### src/deep_sleep_state_retention_map.svh
/*
 * constants for the deep-sleep retention control block: timing counts and reset values.
 * assumes inclusion by bare name; definitions only.
 */
`ifndef DEEP_SLEEP_STATE_RETENTION_MAP_SVH
`define DEEP_SLEEP_STATE_RETENTION_MAP_SVH

// ****************************************************************
// timing
// ****************************************************************
`define SLOW_OSC_SYNC_CYCLES   3'h5
`define SLOW_OSC_CNT_ZERO      3'h0
`define SLOW_OSC_CNT_ONE       3'h1

// ****************************************************************
// pin select codes and reset values
// ****************************************************************
`define PIN_SEL_GPIO           4'h0
`define PIN_SEL_LIN            4'h1
`define PIN_SEL_CANFD          4'h2
`define WDT_FLAGS_RST          2'h0
`define STATUS_WORD_RST        16'h0000

`endif

### src/deep_sleep_state_retention_pkg.sv
/*
 * types for the deep-sleep retention control block.
 * assumes the map header supplies all numeric constants.
 */
package deep_sleep_state_retention_pkg;

    typedef enum logic [1:0] {
        PWR_ACTIVE,
        PWR_DEEP_SLEEP,
        PWR_WAKE
    } pwr_state_t;

    // volatile status values that are lost across deep sleep
    typedef struct packed {
        logic [15:0] low_voltage_detect_state;
        logic [15:0] low_voltage_detect_state_two;
        logic [15:0] clock_calibration_count_one;
        logic [15:0] clock_calibration_count_two;
        logic [15:0] freq_loop_state;
        logic [15:0] phase_loop_state;
        logic [15:0] converter_channel_result;
    } volatile_status_t;

    typedef struct packed {
        logic [1:0] watchdog_irq_flags;
        logic [1:0] watchdog_irq_masked_flags;
    } watchdog_irq_t;

endpackage

### src/deep_sleep_state_retention_control.sv
/*
 * deep-sleep and retention control: bandgap low-power select gating, sram retention,
 * watchdog reset handling, lin and can fd pin hold on wake and volatile status loss.
 * assumes all inputs synchronous to CLK_IN; software drives the control ports directly.
 */
// Notes on behaviour
// - watchdog reset always drops sram retention, even after orderly shutdown.
// - bandgap low-power select sets only while slow oscillator 0 is enabled.
// - peripheral-routed pins other than lin or can fd lose output level on wake.
// - listed status values are not kept across deep sleep.
`timescale 1ns/10ps
`include "deep_sleep_state_retention_map.svh"

module deep_sleep_state_retention_control #(
    parameter int SEL_W = 4
) (
    input  wire logic                                     CLK_IN,
    input  wire logic                                     RST_B_IN,
    input  wire logic                                     WATCHDOG_RESET_IN,
    input  wire logic                                     SRAM_RETAIN_REQ_IN,
    input  wire logic                                     SLOW_OSC0_ON_IN,
    input  wire logic                                     SLOW_OSC0_TICK_IN,
    input  wire logic                                     BANDGAP_LOWPOWER_WR_IN,
    input  wire logic                                     BANDGAP_LOWPOWER_VAL_IN,
    input  wire logic                                     DEEP_SLEEP_REQ_IN,
    input  wire logic                                     WAKE_IN,
    input  wire logic [SEL_W-1:0]                         PIN_FUNCTION_SELECT_IN,
    input  wire logic                                     GPIO_OUT_IN,
    input  wire logic                                     PERIPH_OUT_IN,
    input  wire deep_sleep_state_retention_pkg::volatile_status_t STATUS_IN,
    input  wire logic                                     STATUS_UPDATE_IN,
    input  wire logic [1:0]                               WATCHDOG_IRQ_SET_IN,
    input  wire logic [1:0]                               WATCHDOG_IRQ_CLR_IN,
    input  wire logic [1:0]                               WATCHDOG_IRQ_MASK_IN,
    output logic                                          SRAM_RETAINED_OUT,
    output logic                                          BANDGAP_LOWPOWER_SELECT_OUT,
    output logic                                          BANDGAP_SYNC_BUSY_OUT,
    output logic                                          DEEP_SLEEP_STATE_OUT,
    output logic                                          PIN_LEVEL_OUT,
    output deep_sleep_state_retention_pkg::volatile_status_t      STATUS_OUT,
    output deep_sleep_state_retention_pkg::watchdog_irq_t         WATCHDOG_IRQ_OUT
);

    // ****************************************************************
    // decode
    // ****************************************************************
    deep_sleep_state_retention_pkg::pwr_state_t state_q;
    deep_sleep_state_retention_pkg::pwr_state_t state_d;
    logic       retained_q;
    logic       lp_sel_q;
    logic [2:0] sync_cnt_q;
    logic [1:0] irq_q;
    logic       pin_q;

    wire in_sleep    = (state_q == deep_sleep_state_retention_pkg::PWR_DEEP_SLEEP);
    wire waking      = in_sleep && WAKE_IN;
    wire lp_set_ok   = BANDGAP_LOWPOWER_WR_IN && BANDGAP_LOWPOWER_VAL_IN && SLOW_OSC0_ON_IN;
    wire lp_clear    = BANDGAP_LOWPOWER_WR_IN && !BANDGAP_LOWPOWER_VAL_IN;
    wire lp_sel_d    = lp_set_ok ? 1'b1 : (lp_clear ? 1'b0 : lp_sel_q);
    // only lin and can fd keep peripheral level
    wire pin_is_gpio = (PIN_FUNCTION_SELECT_IN == SEL_W'(`PIN_SEL_GPIO));
    wire pin_kept    = (PIN_FUNCTION_SELECT_IN == SEL_W'(`PIN_SEL_LIN))
                    || (PIN_FUNCTION_SELECT_IN == SEL_W'(`PIN_SEL_CANFD));
    wire pin_src     = pin_is_gpio ? GPIO_OUT_IN : PERIPH_OUT_IN;
    // set wins over clear
    wire [1:0] irq_d = (irq_q & ~WATCHDOG_IRQ_CLR_IN) | WATCHDOG_IRQ_SET_IN;

    always_comb begin
        state_d = state_q;
        case (state_q)
            deep_sleep_state_retention_pkg::PWR_ACTIVE: begin
                if (DEEP_SLEEP_REQ_IN) begin
                    state_d = deep_sleep_state_retention_pkg::PWR_DEEP_SLEEP;
                end
            end
            deep_sleep_state_retention_pkg::PWR_DEEP_SLEEP: begin
                if (WAKE_IN) begin
                    state_d = deep_sleep_state_retention_pkg::PWR_WAKE;
                end
            end
            deep_sleep_state_retention_pkg::PWR_WAKE: begin
                state_d = deep_sleep_state_retention_pkg::PWR_ACTIVE;
            end
            default: begin
                state_d = deep_sleep_state_retention_pkg::PWR_ACTIVE;
            end
        endcase
    end

    // ****************************************************************
    // power state and watchdog reset
    // ****************************************************************
    always_ff @(posedge CLK_IN or negedge RST_B_IN) begin
        if (!RST_B_IN) begin
            state_q <= deep_sleep_state_retention_pkg::PWR_ACTIVE;
        end else if (WATCHDOG_RESET_IN) begin
            state_q <= deep_sleep_state_retention_pkg::PWR_ACTIVE;
        end else begin
            state_q <= state_d;
        end
    end

    // watchdog reset outranks any warning-time orderly shutdown
    always_ff @(posedge CLK_IN or negedge RST_B_IN) begin
        if (!RST_B_IN) begin
            retained_q <= 1'b0;
        end else if (WATCHDOG_RESET_IN) begin
            retained_q <= 1'b0;
        end else begin
            retained_q <= SRAM_RETAIN_REQ_IN;
        end
    end

    always_ff @(posedge CLK_IN or negedge RST_B_IN) begin
        if (!RST_B_IN) begin
            irq_q <= `WDT_FLAGS_RST;
        end else if (WATCHDOG_RESET_IN) begin
            irq_q <= `WDT_FLAGS_RST;
        end else if (waking) begin
            // old flags not kept; a set in the wake cycle still wins
            irq_q <= `WDT_FLAGS_RST | WATCHDOG_IRQ_SET_IN;
        end else begin
            irq_q <= irq_d;
        end
    end

    // ****************************************************************
    // bandgap low-power select
    // ****************************************************************
    // busy counts slow-oscillator ticks after a clear; software must keep it running meanwhile
    always_ff @(posedge CLK_IN or negedge RST_B_IN) begin
        if (!RST_B_IN) begin
            lp_sel_q   <= 1'b0;
            sync_cnt_q <= `SLOW_OSC_CNT_ZERO;
        end else begin
            lp_sel_q <= lp_sel_d;
            if (lp_sel_q && !lp_sel_d) begin
                sync_cnt_q <= `SLOW_OSC_SYNC_CYCLES;
            end else if (SLOW_OSC0_TICK_IN && (sync_cnt_q != `SLOW_OSC_CNT_ZERO)) begin
                sync_cnt_q <= sync_cnt_q - `SLOW_OSC_CNT_ONE;
            end
        end
    end

    // ****************************************************************
    // pin level and volatile status
    // ****************************************************************
    always_ff @(posedge CLK_IN or negedge RST_B_IN) begin
        if (!RST_B_IN) begin
            pin_q <= 1'b0;
        end else if (waking && !pin_is_gpio && !pin_kept) begin
            pin_q <= 1'b0;
        end else if (!in_sleep) begin
            pin_q <= pin_src;
        end
    end

    always_ff @(posedge CLK_IN or negedge RST_B_IN) begin
        if (!RST_B_IN) begin
            STATUS_OUT <= '0;
        end else if (waking) begin
            STATUS_OUT <= '0;
        end else if (STATUS_UPDATE_IN && !in_sleep) begin
            STATUS_OUT <= STATUS_IN;
        end
    end

    // ****************************************************************
    // registered outputs
    // ****************************************************************
    always_ff @(posedge CLK_IN or negedge RST_B_IN) begin
        if (!RST_B_IN) begin
            SRAM_RETAINED_OUT           <= 1'b0;
            BANDGAP_LOWPOWER_SELECT_OUT <= 1'b0;
            BANDGAP_SYNC_BUSY_OUT       <= 1'b0;
            DEEP_SLEEP_STATE_OUT        <= 1'b0;
            PIN_LEVEL_OUT               <= 1'b0;
            WATCHDOG_IRQ_OUT            <= '0;
        end else begin
            SRAM_RETAINED_OUT           <= retained_q;
            BANDGAP_LOWPOWER_SELECT_OUT <= lp_sel_q;
            BANDGAP_SYNC_BUSY_OUT       <= (sync_cnt_q != `SLOW_OSC_CNT_ZERO);
            DEEP_SLEEP_STATE_OUT        <= in_sleep;
            PIN_LEVEL_OUT               <= pin_q;
            WATCHDOG_IRQ_OUT            <= {irq_q, irq_q & WATCHDOG_IRQ_MASK_IN};
        end
    end

endmodule

### config.mk
export PLATFORM = sky130hd
export DESIGN_NAME = deep_sleep_state_retention_control
export DESIGN_NICKNAME = d
export VERILOG_FILES = /design/src/deep_sleep_state_retention_pkg.sv /design/src/deep_sleep_state_retention_control.sv
export VERILOG_INCLUDE_DIRS = /design/src /design/src/src
export SDC_FILE = /design/constraint.sdc
export NUM_CORES = 1
export LEC_CHECK = 0
export BUFFER_PORTS_ARGS = -buffer_cell sky130_fd_sc_hd__buf_2
export CORE_MARGIN = 4
export CORE_UTILIZATION = 38
export CTS_CLUSTER_DIAMETER = 60
export DETAILED_ROUTE_END_ITERATION = 10
export HOLD_SLACK_MARGIN = 0.12
export PLACE_DENSITY_LB_ADDON = 0.15
export SYNTH_ARGS = -nofsm -noshare
export SYNTH_HDL_FRONTEND = slang
export SYNTH_SLANG_ARGS = --single-unit
### constraint.sdc
create_clock -name CLK_IN -period 1.6 [get_ports CLK_IN]
set_input_delay 0.08 -clock CLK_IN [delete_from_list [all_inputs] [get_ports CLK_IN]]
set_output_delay 0.08 -clock CLK_IN [all_outputs]
set_load 0.01 [all_outputs]
==> impl_metrics.py <==
metrics = {
    "pwr": {
        "p_total_uw": 9620,
        "p_per_area_nw_per_um2": 1170,
        "p_leak_uw": 0.00424,
        "vdd_drop_max_mv": 0.637,
    },
    "timing": {
        "max_freq_mhz": 632,
        "period_minus_slack_ps": 1580,
        "fin_worst_skew_ps": 4.10,
        "worstMarginPinSlew_ps": 636,
        "hold_viol_final": 0,
        "period_share": 0.990,
        "rsz0062_at_grt": "yes",
        "relSlewSlack": 0.575,
        "setup_viol": 0,
        "fin_ws_ps": 16.6,
        "slew_violations": 0,
    },
    "critical_path": {
        "cp.arrival_ps": 1920,
        "start_kind": "flop",
        "path_class": "flop to flop",
        "path_cells": "buf_6 -> nand3b_1 -> a21boi_4 -> buf_12 -> a22o_1",
        "r2r_cells": 5,
        "required_ps": 1940,
        "cpMaxStageDelayCell": "dfrtp_1",
        "endpoint_kind": "flop",
        "max_stage_delay_ps": 420,
        "worstPathMaxFanout": 72,
        "reg2reg_slack_ps": 20,
    },
    "layout": {
        "fillers": 841,
        "diodes": 0,
        "area_growth_pct": 74.1,
        "drive_gt1_frac": 0.408,
        "layout.nets": 864,
        "stdcell_area_um2": 8210,
        "fin_util": 0.681,
    },
    "synthesis": {
        "synth_most_common_cell": "dfrtp_1",
        "synthTopCellsByCount": "131 x dfrtp_1, 106 x a22o_1, 12 x buf_2",
        "ys_types": 30,
        "synth_fp_nets": 461,
        "async_flop_share": 1.00,
        "syn_inst": 324,
        "synth_top_area_share": 0.695,
        "yosysWarnings": 0,
        "ys_seq_area_frac": 0.695,
        "synth-seq-cells": 131,
        "syn_area_um2": 4720,
        "syn_avg_cell_area_um2": 14.6,
        "synth-main-ff-cell": "dfrtp_1",
        "synth.area.top_cells": "dfrtp_1 70%, a22o_1 20%, buf_2 1.3%",
        "yosys.area.top_type": "dfrtp_1",
        "synth-edff-count": 0,
    },
    "grt": {
        "grt_max_degree": 73,
        "gr-total-overflow": 0,
        "grtUsageTotal": 0.224,
        "antenna_found_initial": 0,
        "grt_pass1_wl_mm": 25.2,
        "grt_pass1_vias": 4906,
    },
    "detailed_routing": {
        "dr.pass1.iters": 4,
        "ant_nets": 0,
        "drcViolationCount": 0,
        "detail_route.iter0.violations": 231,
        "viasPerCell": 4.89,
        "wl_per_cell_um": 17.2,
        "finalWirelength_mm": 15.6,
        "vias": 4429,
    },
    "place": {
        "placed_cell_area_um2": 6220,
        "place_ws_ps": -44.7,
        "numPortBuffers": 255,
        "routabilityCongestion": 0.739,
        "dpl.hpwl_mm": 9.24,
    },
    "floorplan": {
        "dieArea_um2": 14300,
        "initial_core_util": 0.391,
        "rows": 40,
        "chipHeight_um": 119,
        "io_pins": 256,
        "core_um2": 12100,
        "die_w_um": 119,
    },
    "job": {
        "max-cap-violations": 0,
    },
    "clocking": {
        "cts_buffers": 17,
        "cts_tree": "yes",
        "clk-insertion-delay-late_ps": 410,
        "clock-root-buffer": "clkbuf_16",
        "clk_pin_slew_ps": 50,
        "cts_max_path_buffers": 2,
        "htreeDepth": 4,
        "clock-sinks": 131,
    },
    "hold_path": {
        "worstHoldPathType": "input port to async pin",
    },
    "status": {
        "status": "complete, no violations",
    },
}
-- stage by stage --
stage	hold slack (ps)	setup TNS, ps	cells
3_3_place_gp	30.1	0	736
4_1_cts	124	0	906
6_report	135	0	906
3_5_place_dp	27.5	-1840	736
5_1_grt	146	-431	906
2_1_floorplan	-216	0	324
-- where the power goes --
part	internal, uW	total (uW)	switching (uW)	leakage [uW]
combinational	1000	1920	915	0.00232
sequential	3760	4010	248	0.00163
clock	2400	3700	1300	0.000288
-- worst paths after layout --
path / start / to
worst max register to register: state_q[0] / STATUS_OUT[95]
max in group asynchronous: RST_B_IN / STATUS_OUT[98]
min in group CLK_IN: STATUS_UPDATE_IN / STATUS_OUT[93]
worst min register to register: retained_q / SRAM_RETAINED_OUT
worst min-delay path: RST_B_IN / STATUS_OUT[29]
worst max-delay path: state_q[0] / STATUS_OUT[95]
-- critical path: cells and delay by family (launching register included) --
family	cells	cell delay [ps]
buffers and inverters	2	440
AOI/OAI and AO/OA	2	450
and+or+nand+nor	1	150
DFF	1	420
-- placed cells by master, fill, tap and decap left out, types with 3 or more instances in the layout --
| cell type | count |
|---|---|
| buf_6 | 3 |
| o21ai_0 | 7 |
| buf_4 | 6 |
| nor2_1 | 5 |
| clkinv_2 | 3 |
| clkbuf_8 | 7 |
| buf_2 | 254 |
| a21oi_1 | 8 |
| a22o_1 | 106 |
| dlygate4sd3_1 | 139 |
| buf_12 | 5 |
| nand3_1 | 9 |
| nand2_1 | 4 |
| inv_1 | 6 |
| clkbuf_16 | 17 |
| dfrtp_1 | 131 |
-- cells by family after synthesis --
kind of cell | share of synthesized area
AND/OR/NAND/NOR | 0.0350
flip-flops | 0.695
adder cells (fa/ha/maj) | 0.00531
multiplexers | 0.00212
AO/OA/AOI/OAI | 0.226
buffers and inverters | 0.0366
-- cell type report --
class | instances | area [um2] | share of cell area
clock buffers | 26 | 529 | 0.0645
well taps | 168 | 210 | 0.0256
repair buffers | 407 | 2840 | 0.346
multi-input cells | 163 | 1280 | 0.156
flip-flops and latches | 131 | 3280 | 0.399
inverters | 7 | 26.3 | 0.00320
clock inverters | 4 | 45.0 | 0.00549
-- state kept, by name, indices dropped and copies added (netlist names) --
register and flops:
irq_q 2, state_q 2, DEEP_SLEEP_STATE_OUT 1, SRAM_RETAINED_OUT 1, STATUS_OUT 112, BANDGAP_LOWPOWER_SELECT_OUT 1
retained_q 1, PIN_LEVEL_OUT 1, BANDGAP_SYNC_BUSY_OUT 1, sync_cnt_q 3, pin_q 1, lp_sel_q 1
WATCHDOG_IRQ_OUT 4
-- metal layers --
metal	GRT usage	vias to the layer above	routed length (um)
li1	-	2028	-
met5	0	-	0
met1	0.263	2141	6040
met4	0.105	0	454
met3	0.0693	42	1250
met2	0.375	218	7860
-- what timing repair did --
action,4_1_cts,5_1_grt
hold buffers,139,0
gates cloned,1,0
pin swaps,1,30
endpoints found under the hold margin,255,0
buffers inserted,0,0
setup endpoints to repair,83,66
gates resized for setup,0,4
Note: power is estimated with default switching activity, not from simulation.
